===== config.mk =====
export PLATFORM = sky130hd
export DESIGN_NAME = quad_timer_counter_unit
export DESIGN_NICKNAME = d
export VERILOG_FILES = /design/src/timer_unit_pkg.sv /design/src/prescale_tick.sv /design/src/quad_timer_counter_unit.sv
export SDC_FILE = /design/constraint.sdc
export NUM_CORES = 1
export LEC_CHECK = 0
export BUFFER_PORTS_ARGS = -buffer_cell sky130_fd_sc_hd__buf_4
export CORE_MARGIN = 10
export CORE_UTILIZATION = 50
export CTS_BUF_LIST = sky130_fd_sc_hd__clkbuf_8
export DETAILED_ROUTE_END_ITERATION = 16
export PLACE_DENSITY = 0.75
export SLEW_MARGIN = 10
export SYNTH_ARGS = -nofsm -noshare
export SYNTH_HDL_FRONTEND = slang
export SYNTH_SLANG_ARGS = --single-unit
export TNS_END_PERCENT = 30

===== constraint.sdc =====
create_clock -name ref_clk -period 4.17 [get_ports ref_clk]
set_clock_uncertainty 0.2 [all_clocks]
set_input_delay 0.2085 -clock ref_clk [delete_from_list [all_inputs] [get_ports ref_clk]]
set_output_delay 0.2085 -clock ref_clk [all_outputs]
set_load 0.02 [all_outputs]

===== src/timer_unit_pkg.sv =====
// Contract
// - Units 0/1: 16-bit count, two byte halves
// - Mode bits 2/6 pick timer or counter
// - Timer ticks: clock/12 or clock, bits 3/4
// - Counter advances on sampled high-then-low
// - Toggle enable inverts event pin on overflow
// - Toggle pin reads 1 before first overflow
// - Unit 2: 16-bit, compare or reload mode
// - Unit 2: three capture channels with results
// - Unit 2 prescaler has eight ratios
// - Unit 2 counts only while run bit 2 set
// - Unit 3: 16-bit reload, prescale bits 2:0
// - Unit 3 runs on bit 3, reload pair
// - Unit 3 rollover sets flag, reloads counter
// - Unit 3 flag with enable requests interrupt
// - Unit 3 flag clears on service entry
// - Unit 3 overflow feeds serial baud clock
package timer_unit_pkg;

  // Byte write strobe with its data
  typedef struct packed {
    logic       wr_high;
    logic       wr_low;
    logic [7:0] data;
  } byte_write_s;

  // Mode register: counter select per unit
  localparam int unsigned MODE_CT_BIT0    = 2;
  localparam int unsigned MODE_CT_BIT1    = 6;
  // Clock control register
  localparam int unsigned CKC_DIVSEL_BIT0 = 3;
  localparam int unsigned CKC_DIVSEL_BIT1 = 4;
  localparam int unsigned CKC_TOGOE_BIT0  = 1;
  localparam int unsigned CKC_TOGOE_BIT1  = 2;
  // Unit 2 control register
  localparam int unsigned U2_CMRL_BIT     = 0;
  localparam int unsigned U2_RUN_BIT      = 2;
  // Unit 3 control register
  localparam int unsigned U3_PS_LSB       = 0;
  localparam int unsigned U3_RUN_BIT      = 3;
  localparam int unsigned U3_FLAG_BIT     = 4;
  // Extended interrupt enable register
  localparam int unsigned EIE_U3_BIT      = 1;

  // Standard timer tick divider
  localparam int unsigned DIV12           = 12;
  localparam logic [3:0]  DIV12_LAST      = 4'(DIV12 - 1);

  // Prescale ratios as power-of-two exponents
  localparam logic [3:0]  U2_PS_EXP [8]   = '{4'h0, 4'h2, 4'h4, 4'h5, 4'h6, 4'h7, 4'h8, 4'h9};
  localparam logic [3:0]  U3_PS_EXP [8]   = '{4'h0, 4'h1, 4'h2, 4'h3, 4'h4, 4'h5, 4'h6, 4'h7};

  // Reset and full-scale counts, synchroniser depth and pin count
  localparam logic [15:0] COUNT_RST       = 16'h0000;
  localparam logic [15:0] MAX_COUNT       = 16'hffff;
  localparam int unsigned SYNC_STAGES     = 3;
  localparam int unsigned PIN_COUNT       = 5;

endpackage

===== src/prescale_tick.sv =====
`timescale 1ns/100ps
`default_nettype none
// Power-of-two prescaler; held clear while stopped so the first tick is a full period
module prescale_tick (
  // Clock and reset
  input  wire logic       ref_clk,
  input  wire logic       nrst,
  // Control
  input  wire logic       run,
  input  wire logic [3:0] exp_sel,
  // Tick
  output logic            tick
);

  logic [8:0] cnt_q;
  logic [8:0] cnt_d;
  logic [8:0] mask;

  assign mask  = 9'((10'h001 << exp_sel) - 10'h001);
  assign cnt_d = run ? 9'(cnt_q + 9'h001) : 9'h000;
  assign tick  = run && ((cnt_q & mask) == mask);

  always_ff @(posedge ref_clk) begin
    if (!nrst) begin
      cnt_q <= 9'h000;
    end else begin
      cnt_q <= cnt_d;
    end
  end

endmodule // prescale_tick
`default_nettype wire


===== src/quad_timer_counter_unit.sv =====
`timescale 1ns/100ps
`default_nettype none
module quad_timer_counter_unit (
  // Clock and reset
  input  wire logic                       ref_clk,
  input  wire logic                       nrst,
  // Units 0 and 1 configuration
  input  wire logic [7:0]                 timer_mode_reg,
  input  wire logic [7:0]                 clock_control_reg,
  input  wire logic                       unit0_run,
  input  wire logic                       unit1_run,
  // Units 0 and 1 count access
  input  wire timer_unit_pkg::byte_write_s unit0_count_wr,
  input  wire timer_unit_pkg::byte_write_s unit1_count_wr,
  output logic [7:0]                      unit0_count_high,
  output logic [7:0]                      unit0_count_low,
  output logic [7:0]                      unit1_count_high,
  output logic [7:0]                      unit1_count_low,
  // Units 0 and 1 flags
  input  wire logic                       unit0_overflow_clear,
  input  wire logic                       unit1_overflow_clear,
  output logic                            unit0_overflow_flag,
  output logic                            unit1_overflow_flag,
  // Shared event / toggle pins
  input  wire logic                       unit0_event_pin_in,
  output logic                            unit0_event_pin_out,
  output logic                            unit0_event_pin_oe,
  input  wire logic                       unit1_event_pin_in,
  output logic                            unit1_event_pin_out,
  output logic                            unit1_event_pin_oe,
  // Unit 2 control
  input  wire logic [7:0]                 unit2_control_reg,
  input  wire logic [2:0]                 unit2_prescale_select,
  input  wire timer_unit_pkg::byte_write_s unit2_count_wr,
  input  wire timer_unit_pkg::byte_write_s unit2_cmp_reload_wr,
  output logic [7:0]                      unit2_count_high,
  output logic [7:0]                      unit2_count_low,
  output logic [7:0]                      unit2_cmp_reload_high,
  output logic [7:0]                      unit2_cmp_reload_low,
  // Unit 2 flags
  input  wire logic                       unit2_flag_clear,
  output logic                            unit2_overflow_flag,
  output logic                            unit2_compare_flag,
  // Unit 2 capture
  input  wire logic [2:0]                 capture_pin_in,
  input  wire logic [2:0]                 capture_flag_clear,
  output logic [2:0]                      capture_flag,
  output logic [7:0]                      capture0_high,
  output logic [7:0]                      capture0_low,
  output logic [7:0]                      capture1_high,
  output logic [7:0]                      capture1_low,
  output logic [7:0]                      capture2_high,
  output logic [7:0]                      capture2_low,
  // Unit 3
  input  wire logic [7:0]                 unit3_control_reg,
  input  wire logic [7:0]                 extended_irq_enable_reg,
  input  wire timer_unit_pkg::byte_write_s unit3_reload_wr,
  input  wire logic                       unit3_irq_ack,
  output logic [7:0]                      unit3_reload_high,
  output logic [7:0]                      unit3_reload_low,
  output logic                            unit3_overflow_flag,
  output logic                            unit3_irq_req,
  output logic                            unit3_baud_tick
);

  // Pin synchronisers: units 0/1 event pins, then capture pins
  logic [timer_unit_pkg::PIN_COUNT-1:0] pin_raw;
  logic [timer_unit_pkg::PIN_COUNT-1:0] sync1_q;
  logic [timer_unit_pkg::PIN_COUNT-1:0] sync2_q;
  logic [timer_unit_pkg::PIN_COUNT-1:0] sync3_q;
  logic [timer_unit_pkg::PIN_COUNT-1:0] pin_fall;

  assign pin_raw = {capture_pin_in, unit1_event_pin_in, unit0_event_pin_in};

  always_ff @(posedge ref_clk) begin
    if (!nrst) begin
      sync1_q <= '1;
      sync2_q <= '1;
      sync3_q <= '1;
    end else begin
      sync1_q <= pin_raw;
      sync2_q <= sync1_q;
      sync3_q <= sync2_q;
    end
  end

  assign pin_fall = sync3_q & ~sync2_q;

  // Shared divide-by-12 tick for standard timer rate
  logic [3:0] div12_q;
  logic       div12_tick;

  assign div12_tick = (div12_q == timer_unit_pkg::DIV12_LAST);

  always_ff @(posedge ref_clk) begin
    if (!nrst) begin
      div12_q <= 4'h0;
    end else begin
      div12_q <= div12_tick ? 4'h0 : 4'(div12_q + 4'h1);
    end
  end

  // Units 0 and 1
  timer_unit_pkg::byte_write_s u01_wr [2];
  logic [1:0]  u01_run;
  logic [1:0]  u01_ct;
  logic [1:0]  u01_divsel;
  logic [1:0]  u01_togoe;
  logic [1:0]  u01_clear;
  logic [15:0] u01_cnt_q [2];
  logic [1:0]  u01_flag_q;
  logic [1:0]  u01_tog_q;
  logic [1:0]  u01_ovf;

  assign u01_wr[0]  = unit0_count_wr;
  assign u01_wr[1]  = unit1_count_wr;
  assign u01_run    = {unit1_run, unit0_run};
  assign u01_ct     = {timer_mode_reg[timer_unit_pkg::MODE_CT_BIT1], timer_mode_reg[timer_unit_pkg::MODE_CT_BIT0]};
  assign u01_divsel = {clock_control_reg[timer_unit_pkg::CKC_DIVSEL_BIT1],
                       clock_control_reg[timer_unit_pkg::CKC_DIVSEL_BIT0]};
  assign u01_togoe  = {clock_control_reg[timer_unit_pkg::CKC_TOGOE_BIT1],
                       clock_control_reg[timer_unit_pkg::CKC_TOGOE_BIT0]};
  assign u01_clear  = {unit1_overflow_clear, unit0_overflow_clear};

  genvar g;
  generate
    for (g = 0; g < 2; g++) begin : g_unit
      logic        src_tick;
      logic        step;
      logic [15:0] cnt_d;

      assign src_tick   = u01_ct[g] ? pin_fall[g] : (u01_divsel[g] ? 1'b1 : div12_tick);
      assign step       = u01_run[g] && src_tick;
      assign u01_ovf[g] = step && (u01_cnt_q[g] == timer_unit_pkg::MAX_COUNT);
      // byte halves, writes win over counting
      assign cnt_d = (u01_wr[g].wr_high || u01_wr[g].wr_low) ?
                     {u01_wr[g].wr_high ? u01_wr[g].data : u01_cnt_q[g][15:8],
                      u01_wr[g].wr_low  ? u01_wr[g].data : u01_cnt_q[g][7:0]} :
                     (step ? 16'(u01_cnt_q[g] + 16'h0001) : u01_cnt_q[g]);

      always_ff @(posedge ref_clk) begin
        if (!nrst) begin
          u01_cnt_q[g]  <= timer_unit_pkg::COUNT_RST;
          u01_flag_q[g] <= 1'b0;
          u01_tog_q[g]  <= 1'b1;
        end else begin
          u01_cnt_q[g]  <= cnt_d;
          u01_flag_q[g] <= u01_ovf[g] || (u01_flag_q[g] && !u01_clear[g]);
          u01_tog_q[g]  <= !u01_togoe[g] ? 1'b1 : (u01_ovf[g] ? !u01_tog_q[g] : u01_tog_q[g]);
        end
      end
    end
  endgenerate

  assign unit0_count_high    = u01_cnt_q[0][15:8];
  assign unit0_count_low     = u01_cnt_q[0][7:0];
  assign unit1_count_high    = u01_cnt_q[1][15:8];
  assign unit1_count_low     = u01_cnt_q[1][7:0];
  assign unit0_overflow_flag = u01_flag_q[0];
  assign unit1_overflow_flag = u01_flag_q[1];
  assign unit0_event_pin_out = u01_tog_q[0];
  assign unit0_event_pin_oe  = u01_togoe[0];
  assign unit1_event_pin_out = u01_tog_q[1];
  assign unit1_event_pin_oe  = u01_togoe[1];

  // Unit 2
  logic        u2_run;
  logic        u2_tick;
  logic        u2_step;
  logic        u2_ovf;
  logic        u2_match;
  logic [15:0] u2_cnt_q;
  logic [15:0] u2_cnt_d;
  logic [15:0] u2_cmp_q;
  logic [15:0] u2_cmp_d;
  logic        u2_ovf_q;
  logic        u2_cmp_flag_q;

  assign u2_run = unit2_control_reg[timer_unit_pkg::U2_RUN_BIT];

  prescale_tick u_u2_prescale (
    .ref_clk (ref_clk),
    .nrst    (nrst),
    .run     (u2_run),
    .exp_sel (timer_unit_pkg::U2_PS_EXP[unit2_prescale_select]),
    .tick    (u2_tick)
  );

  assign u2_step  = u2_run && u2_tick;
  assign u2_ovf   = u2_step && (u2_cnt_q == timer_unit_pkg::MAX_COUNT);
  // equality checked as the count advances
  assign u2_match = u2_step && !unit2_control_reg[timer_unit_pkg::U2_CMRL_BIT] && (u2_cnt_q == u2_cmp_q);

  assign u2_cnt_d = (unit2_count_wr.wr_high || unit2_count_wr.wr_low) ?
                    {unit2_count_wr.wr_high ? unit2_count_wr.data : u2_cnt_q[15:8],
                     unit2_count_wr.wr_low  ? unit2_count_wr.data : u2_cnt_q[7:0]} :
                    (u2_ovf && unit2_control_reg[timer_unit_pkg::U2_CMRL_BIT]) ? u2_cmp_q :
                    (u2_step ? 16'(u2_cnt_q + 16'h0001) : u2_cnt_q);
  assign u2_cmp_d = {unit2_cmp_reload_wr.wr_high ? unit2_cmp_reload_wr.data : u2_cmp_q[15:8],
                     unit2_cmp_reload_wr.wr_low  ? unit2_cmp_reload_wr.data : u2_cmp_q[7:0]};

  always_ff @(posedge ref_clk) begin
    if (!nrst) begin
      u2_cnt_q      <= timer_unit_pkg::COUNT_RST;
      u2_cmp_q      <= timer_unit_pkg::COUNT_RST;
      u2_ovf_q      <= 1'b0;
      u2_cmp_flag_q <= 1'b0;
    end else begin
      u2_cnt_q      <= u2_cnt_d;
      u2_cmp_q      <= u2_cmp_d;
      u2_ovf_q      <= u2_ovf || (u2_ovf_q && !unit2_flag_clear);
      u2_cmp_flag_q <= u2_match || (u2_cmp_flag_q && !unit2_flag_clear);
    end
  end

  assign unit2_count_high      = u2_cnt_q[15:8];
  assign unit2_count_low       = u2_cnt_q[7:0];
  assign unit2_cmp_reload_high = u2_cmp_q[15:8];
  assign unit2_cmp_reload_low  = u2_cmp_q[7:0];
  assign unit2_overflow_flag   = u2_ovf_q;
  assign unit2_compare_flag    = u2_cmp_flag_q;

  // Capture channels snapshot the live count on a falling pin edge
  logic [15:0] cap_q [3];
  logic [2:0]  cap_flag_q;
  logic [2:0]  cap_edge;

  assign cap_edge = pin_fall[4:2];

  generate
    for (g = 0; g < 3; g++) begin : g_capture
      always_ff @(posedge ref_clk) begin
        if (!nrst) begin
          cap_q[g]      <= timer_unit_pkg::COUNT_RST;
          cap_flag_q[g] <= 1'b0;
        end else begin
          cap_q[g]      <= cap_edge[g] ? u2_cnt_q : cap_q[g];
          cap_flag_q[g] <= cap_edge[g] || (cap_flag_q[g] && !capture_flag_clear[g]);
        end
      end
    end
  endgenerate

  assign capture_flag  = cap_flag_q;
  assign capture0_high = cap_q[0][15:8];
  assign capture0_low  = cap_q[0][7:0];
  assign capture1_high = cap_q[1][15:8];
  assign capture1_low  = cap_q[1][7:0];
  assign capture2_high = cap_q[2][15:8];
  assign capture2_low  = cap_q[2][7:0];

  // Unit 3
  logic        u3_run;
  logic        u3_tick;
  logic        u3_step;
  logic        u3_ovf;
  logic [15:0] u3_cnt_q;
  logic [15:0] u3_rld_q;
  logic [15:0] u3_rld_d;
  logic        u3_flag_q;
  logic        u3_tick_q;

  assign u3_run = unit3_control_reg[timer_unit_pkg::U3_RUN_BIT];

  prescale_tick u_u3_prescale (
    .ref_clk (ref_clk),
    .nrst    (nrst),
    .run     (u3_run),
    .exp_sel (timer_unit_pkg::U3_PS_EXP[unit3_control_reg[timer_unit_pkg::U3_PS_LSB +: 3]]),
    .tick    (u3_tick)
  );

  assign u3_step  = u3_run && u3_tick;
  assign u3_ovf   = u3_step && (u3_cnt_q == timer_unit_pkg::MAX_COUNT);
  assign u3_rld_d = {unit3_reload_wr.wr_high ? unit3_reload_wr.data : u3_rld_q[15:8],
                     unit3_reload_wr.wr_low  ? unit3_reload_wr.data : u3_rld_q[7:0]};

  always_ff @(posedge ref_clk) begin
    if (!nrst) begin
      u3_cnt_q  <= timer_unit_pkg::COUNT_RST;
      u3_rld_q  <= timer_unit_pkg::COUNT_RST;
      u3_flag_q <= 1'b0;
      u3_tick_q <= 1'b0;
    end else begin
      u3_cnt_q  <= u3_ovf ? u3_rld_q : (u3_step ? 16'(u3_cnt_q + 16'h0001) : u3_cnt_q);
      u3_rld_q  <= u3_rld_d;
      // flag set; cleared on service entry, set wins
      u3_flag_q <= u3_ovf || (u3_flag_q && !unit3_irq_ack);
      u3_tick_q <= u3_ovf;
    end
  end

  assign unit3_reload_high   = u3_rld_q[15:8];
  assign unit3_reload_low    = u3_rld_q[7:0];
  assign unit3_overflow_flag = u3_flag_q;
  assign unit3_irq_req       = u3_flag_q && extended_irq_enable_reg[timer_unit_pkg::EIE_U3_BIT];
  assign unit3_baud_tick     = u3_tick_q;

endmodule // quad_timer_counter_unit
`default_nettype wire


==> results.tsv, run 1 <==
metric	value	unit
clock tree buffer depth	2	
post-synth design cell area	9040	µm²
initial antenna violation count	2	
DRC	0	
IO buf count	223	
slowest CP cell	sky130_fd_sc_hd__nor4b_2	
most used routing layer in global routing	met2	
CP Data Required Time	4.34	ns
Avg Cell Area, Syn	8.13	µm²
Hold/Removal Path Class	input port to flop	
number of top-level pins	251	
clock transition at the register clock pins on the worst setup and hold paths after CTS	0.10	ns
Crit Path Category	input port to flop	
vias in the first global route	8591	
largest stage delay on the critical path	1.08	ns
total power draw	3.77	mW
Via density	5.65	
total of endpoints with negative setup slack in the final report	0	
standard-cell rows	49	
post-CTS repair timing setup buffer count	0	
share of power burned in the clock network	30.4	%
initial cell density of the core	50.5	%
Post-DP Area	10800	µm²
hold-fix buffer count after cts	74	
cts repair resizes	0	
share of layout cells above drive strength 1	20.7	%
nature of the critical path startpoint	input port	
critical path capture point type	flop	
Clock Latency Late Sink	0.46	ns
master cell of the clock root buffer	sky130_fd_sc_hd__clkbuf_8	
met2 routing resource usage after global routing	38.9	%
total nets after synthesis	1230	
clock period minus worst slack	3.27	ns
global placement routability congestion	0.923	
share of the synthesized area in the top cell type	42.1	%
gr ovfl total	0	
GR Util All Layers	23.4	%
layout overhead on the synthesized area	31.5	%
switching power	1.12	mW
post-synth top area cell	sky130_fd_sc_hd__dfxtp_1	
register area share after synthesis	42.1	%
power share of the sequential group	52.1	%
met3 capacity usage during global routing	7.13	%
wire length per cell after detailed routing	18.4	µm
wire length of the first global-routing pass	46100	µm
Floorplan Core Area	17900	µm²
largest fanout on the critical path	13	
EDFF count, synth	0	
Netlist cell types	70	
routed wire length	29400	µm
max-slew violation count	0	
number of vias in the routed layout	9057	
data arrival time of the worst path	3.44	ns
Net count, final	1479	
share of total power consumed by net switching	29.7	%
most used cell, CP	sky130_fd_sc_hd__ha_1	
register bit total from synthesis	190	
worst voltage drop across the vdd grid	0.207	mV
number of standard cells after synthesis	1111	
die height	154	µm
final cycle utilization of the critical path	78.4	%
Achievable Freq	306	MHz
floorplan die area	23900	µm²
asr flop ratio synth	0	%
sum of negative setup slack	0	ns
internal power of the cells	2.65	mW
maximum number of pins on one net before global-route repair	98	
1st-iter DRT viols	737	
CTS Buf Count	17	
number of detailed-routing iterations run before antenna repair	5	
number of hold-slack violations in the final timing report	0	
slew at the pin closest to its max-slew limit	1.24	ns
htree depth	4	
largest cells by area after synthesis	sky130_fd_sc_hd__dfxtp_1 (42%), sky130_fd_sc_hd__nand2_1 (7.1%), sky130_fd_sc_hd__a21oi_1 (5.3%)	
ordered cell list for the critical path	buf_4, inv_1, ha_1, nor2_1, nand3_1, ha_1, o21ai_0, nor3_1, o221ai_2, nor4b_2, a21oi_1, o31ai_1	
part of the power in combinational logic	17.6	%
final cell area excluding filler cells	11900	µm²
Slew HR	17.0	%
top_reg_cell synth	sky130_fd_sc_hd__dfxtp_1	
PD cells	318	nW/µm²
Antenna Violating Nets Remaining	0	
Horiz. Die Dim	154	µm
Warnings, synthesis	0	
max cap viols	0	
clock sinks	190	
clock tree from TritonCTS	yes	
routing usage on met1	28.1	%
leakage power	4.88	nW
HPWL after DPL	20600	µm
result of the run	complete, no violations	
unrepaired setup endpoints after global routing	no	
[cells in the mapped netlist, types with 14 or more instances]
cell type	count
sky130_fd_sc_hd__a311oi_1	14
sky130_fd_sc_hd__o21ai_0	46
sky130_fd_sc_hd__a21oi_1	96
sky130_fd_sc_hd__mux2i_1	43
sky130_fd_sc_hd__and3_1	23
sky130_fd_sc_hd__inv_1	19
sky130_fd_sc_hd__and2_1	14
sky130_fd_sc_hd__clkbuf_1	67
sky130_fd_sc_hd__nand4_1	17
sky130_fd_sc_hd__nand3_1	35
sky130_fd_sc_hd__xnor2_1	21
sky130_fd_sc_hd__nor2_1	103
sky130_fd_sc_hd__nand2_1	172
sky130_fd_sc_hd__nand2b_1	32
sky130_fd_sc_hd__dfxtp_1	190
sky130_fd_sc_hd__a211oi_1	28
sky130_fd_sc_hd__xor2_1	24
[power by group through the flow]
stage	logic [mW]	clock network, mW	registers [mW]
final	0.663	1.15	1.97
after global routing	0.716	1.23	1.98
after CTS	0.657	1.16	1.96
after detailed placement	0.596	0	2.00
after global placement	0.589	0	2.00
after floorplan	0.285	0	2.05
[critical path, delay by kind of cell]
kind	cells	cell delay, ns
AND/OR/NAND/NOR	4	1.56
adder cells (fa/ha/maj)	2	0.64
AO/OA/AOI/OAI	4	0.86
buffers and inverters	2	0.17
[cell families after synthesis]
group / count (synthesis) / synth area share [%]
mux: 45 / 5.01
fa+ha+maj: 10 / 1.38
xor+xnor: 45 / 4.36
buf+inv: 102 / 4.54
compound gates: 267 / 19.0
flops: 190 / 42.1
simple gates: 452 / 23.6
[final timing paths]
kind	cells after the start	slack (ns)	end	from
hold / removal	2	0.02	sync2_q[4]	nrst
hold reg to reg	1	0.21	sync2_q[4]	sync1_q[4]
setup / recovery	12	0.90	u2_cnt_q[14]	unit2_prescale_select[1]
setup reg to reg	8	1.09	u2_cnt_q[13]	u2_cnt_q[1]
[state kept, by name (all words and copies together), names as in the netlist, 3 cells and up]
signal / flops
u2_cnt_q: 16
u3_rld_q: 16
u2_cmp_q: 16
sync2_q: 5
u_u2_prescale.cnt_q: 9
u_u3_prescale.cnt_q: 7
u01_cnt_q: 32
sync3_q: 5
div12_q: 4
sync1_q: 5
capture_flag: 3
cap_q: 48
u3_cnt_q: 16
[per-layer routing]
layer  up-vias  wire, µm  part of all wire, %
met5         -         0                    0
met4         0       705                  2.4
met3        56      2600                  8.8
met2       361     14000                   48
met1      4227     12100                   41
li1       4413         -                    -
[through the flow]
| stage | util, % | hold slack [ns] | instances | setup slack, ns |
|---|---|---|---|---|
| 2_1_floorplan | - | 0.0947 | 1111 | 1.14 |
| 3_3_place_gp | 60.2 | 0.190 | 1496 | 0.508 |
| 3_5_place_dp | 60.2 | 0.192 | 1496 | 0.515 |
| 4_1_cts | 66.3 | 0.00168 | 1600 | 0.990 |
| 5_1_grt | 66.4 | 0.0233 | 1602 | 0.687 |
| 6_report | 66.4 | 0.0182 | 1602 | 0.902 |
[layout make-up]
type	count	area [µm²]
Fill cell	1544	6020
Multi-Input combinational cell	819	4830
Sequential cell	190	3800
Timing Repair Buffer	312	2530
Tap cell	229	287
Clock buffer	17	234
Clock inverter	13	119
Inverter	20	77.6
Antenna cell	2	5.00
[cell usage in the layout (no fill, tap or decap), types with 24 or more instances in the layout]
| cell type | instances |
|---|---|
| sky130_fd_sc_hd__buf_4 | 238 |
| sky130_fd_sc_hd__dfxtp_1 | 190 |
| sky130_fd_sc_hd__nand2_1 | 172 |
| sky130_fd_sc_hd__nor2_1 | 103 |
| sky130_fd_sc_hd__a21oi_1 | 96 |
| sky130_fd_sc_hd__dlygate4sd3_1 | 74 |
| sky130_fd_sc_hd__o21ai_0 | 46 |
| sky130_fd_sc_hd__mux2i_1 | 43 |
| sky130_fd_sc_hd__nand3_1 | 35 |
| sky130_fd_sc_hd__nand2b_1 | 32 |
| sky130_fd_sc_hd__a211oi_1 | 28 |
| sky130_fd_sc_hd__xor2_1 | 24 |
No activity file was read; power rests on OpenSTA's default activity.
==> inputs of run 2 (changes only) <==
- CORE_UTILIZATION: 50 -> 49
- PLACE_DENSITY: 0.75 -> 0.77
- clock period: 4.17 -> 2.6 ns (I/O delays scaled with it)
==> run 2 against run 1 <==
Effect of this change:
- worst setup slack got worse by 0.82 ns
- sequential share of layout area is 1.3 points lower
- sequential power grew 59%
- critical path depth rose by 1
==> results.tsv, run 2 (synthesized netlist as in run 1, its figures left out) <==
metric	value	unit	change
result of the run	complete, no violations		
CP Data Required Time	2.77	ns	-1.57 ns
max-slew violation count	0		unchanged
slew at the pin closest to its max-slew limit	0.769	ns	-0.473 ns
wire length of the first global-routing pass	48000	µm	+4.0%
clock sinks	190		unchanged
Crit Path Category	input port to flop		
master cell of the clock root buffer	sky130_fd_sc_hd__clkbuf_8		
registers with the most flip-flops	cap_q: 48 flops, u01_cnt_q: 32 flops		
clock transition at the register clock pins on the worst setup and hold paths after CTS	0.09	ns	about the same
Clock Latency Late Sink	0.48	ns	+0.02 ns
initial cell density of the core	50.1	%	-0.34 points
maximum number of pins on one net before global-route repair	56		-43%
Net count, final	1531		+3.5%
total power draw	6.17	mW	+64%
HPWL after DPL	21300	µm	+3.6%
htree depth	4		unchanged
total of endpoints with negative setup slack in the final report	0		unchanged
nature of the critical path startpoint	input port		
startpoint of the tightest hold check path	timer_mode_reg[6]		
Slew HR	48.7	%	+32 points
flip-flop count of the largest register, all copies and words added	48		unchanged
largest register by flop count	cap_q		
critical path capture point type	flop		
die height	156	µm	+0.88%
1st-iter DRT viols	703		-4.6%
endpoint of the worst-slack reg-to-reg timing path	u01_cnt_q[1][0]		
clock tree from TritonCTS	yes		
max cap viols	0		unchanged
gr ovfl total	0		unchanged
IO buf count	223		unchanged
Hold/Removal Path Class	input port to flop		
Seq. cell area	3800	µm²	unchanged
Antenna Violating Nets Remaining	0		unchanged
DRC	0		unchanged
layout overhead on the synthesized area	37.0	%	
worst voltage drop across the vdd grid	0.333	mV	+61%
PD cells	499	nW/µm²	+57%
path depth of the worst reg2reg path	8		unchanged
initial antenna violation count	1		-1
launching element of the worst setup path	unit2_prescale_select[1]		
share of layout cells above drive strength 1	23.9	%	+3.2 points
largest fanout on the critical path	4		-9
worst r2r src	div12_q[0]		
vias in the first global route	9148		+6.5%
leakage power	5.15	nW	+5.6%
final cycle utilization of the critical path	96.9	%	
number of top-level pins	251		unchanged
clock period minus worst slack	2.52	ns	
standard-cell rows	49		unchanged
area of the multi-input gates	4900	µm²	+1.4%
Horiz. Die Dim	156	µm	+0.88%
most common library cell in the layout ignoring fill and taps	sky130_fd_sc_hd__buf_4		
floorplan die area	24300	µm²	+1.8%
GR Util All Layers	24.0	%	+0.60 points
number of detailed-routing iterations run before antenna repair	5		unchanged
Achievable Freq	397	MHz	
worst reg-to-reg setup slack	0.11	ns	-0.98 ns
commonest non-fill, non-tap cells in the layout	sky130_fd_sc_hd__buf_4 (284), sky130_fd_sc_hd__dfxtp_1 (190), sky130_fd_sc_hd__nand2_1 (172), sky130_fd_sc_hd__nor2_1 (101), sky130_fd_sc_hd__a21oi_1 (95)		
number of hold-slack violations in the final timing report	0		unchanged
clock tree buffer depth	2		unchanged
data arrival time of the worst path	2.69	ns	-0.75 ns
routed wire length	30100	µm	+2.4%
end point of the critical path	u2_cnt_q[7]		
fill count	1430		-7.4%
global placement routability congestion	0.943		+2.2%
Via density	5.65		-0.15%
sum of negative setup slack	0	ns	unchanged
wire length per cell after detailed routing	18.2	µm	-0.85%
number of vias in the routed layout	9337		+3.1%
Floorplan Core Area	18000	µm²	+0.68%
CTS Buf Count	17		unchanged
[run 2: cell count changes in the layout (fill, tap and decap cells not counted), sizes merged]
cell	before	now
clkinv	5	3
dlygate4sd3	74	79
inv	25	27
diode	2	1
buf	238	285
clkinvlp	2	3
[run 2: final cells by class]
type | count | share of cell area, %
inverters | 20 | 0.627
clock inverters | 14 | 1.09
multi-input cells | 819 | 39.6
diodes | 1 | 0.0202
flip-flops and latches | 190 | 30.7
clock buffers | 17 | 1.89
well taps | 229 | 2.31
repair buffers | 364 | 23.8
[run 2: what timing repair did]
action | 4_1_cts | 5_1_grt
setup endpoints to repair | 0 | 10
buffers inserted | 0 | 5
gates resized for setup | 0 | 5
hold endpoints to repair | 120 | 0
hold buffers | 79 | 0
[run 2: stage by stage]
step           std cells  area [µm²]  utilization [%]  hold WS, ns  setup slack [ns]
2_1_floorplan       1111        9090                -       0.0162            -0.197
3_3_place_gp        1538       11200             61.9        0.113            -0.374
3_5_place_dp        1538       11200             61.9        0.117            -0.435
4_1_cts             1648       12300             68.3       0.0586            0.0340
5_1_grt             1654       12400             68.7       0.0659          -0.00696
6_report            1654       12400             68.7       0.0768            0.0809
[run 2: layer usage]
layer	vias up	wire length, µm	global-route usage (%)
li1	4509	-	-
met1	4363	12700	30.3
met2	424	14200	38.7
met3	41	2620	6.53
met4	0	566	7.98
met5	-	0	0
[run 2: how the worst min path moves through the flow]
stage / end / slack (ns) / depth (start not counted)
final: unit1_overflow_flag / 0.08 / 4
after global routing: unit1_overflow_flag / 0.07 / 4
after CTS: unit0_overflow_flag / 0.06 / 5
after detailed placement: sync1_q[2] / 0.12 / 2
after global placement: sync1_q[4] / 0.11 / 2
after floorplan: unit0_event_pin_out / 0.02 / 1
[run 2: power by group]
group	internal (mW)	switching, mW
Sequential	3.02	0.110
Clock	0.774	1.11
Combinational	0.526	0.627
[run 2: critical path, cell delays in order]
cell and delay (ns):
sky130_fd_sc_hd__buf_4 0.13, sky130_fd_sc_hd__inv_1 0.08, sky130_fd_sc_hd__ha_4 0.21, sky130_fd_sc_hd__nor2_4 0.10
sky130_fd_sc_hd__nand3_2 0.08, sky130_fd_sc_hd__ha_1 0.21, sky130_fd_sc_hd__or4b_2 0.71, sky130_fd_sc_hd__a21oi_4 0.25
sky130_fd_sc_hd__nor4_4 0.06, sky130_fd_sc_hd__buf_4 0.17, sky130_fd_sc_hd__buf_4 0.16, sky130_fd_sc_hd__mux2i_1 0.12
sky130_fd_sc_hd__a311oi_1 0.29
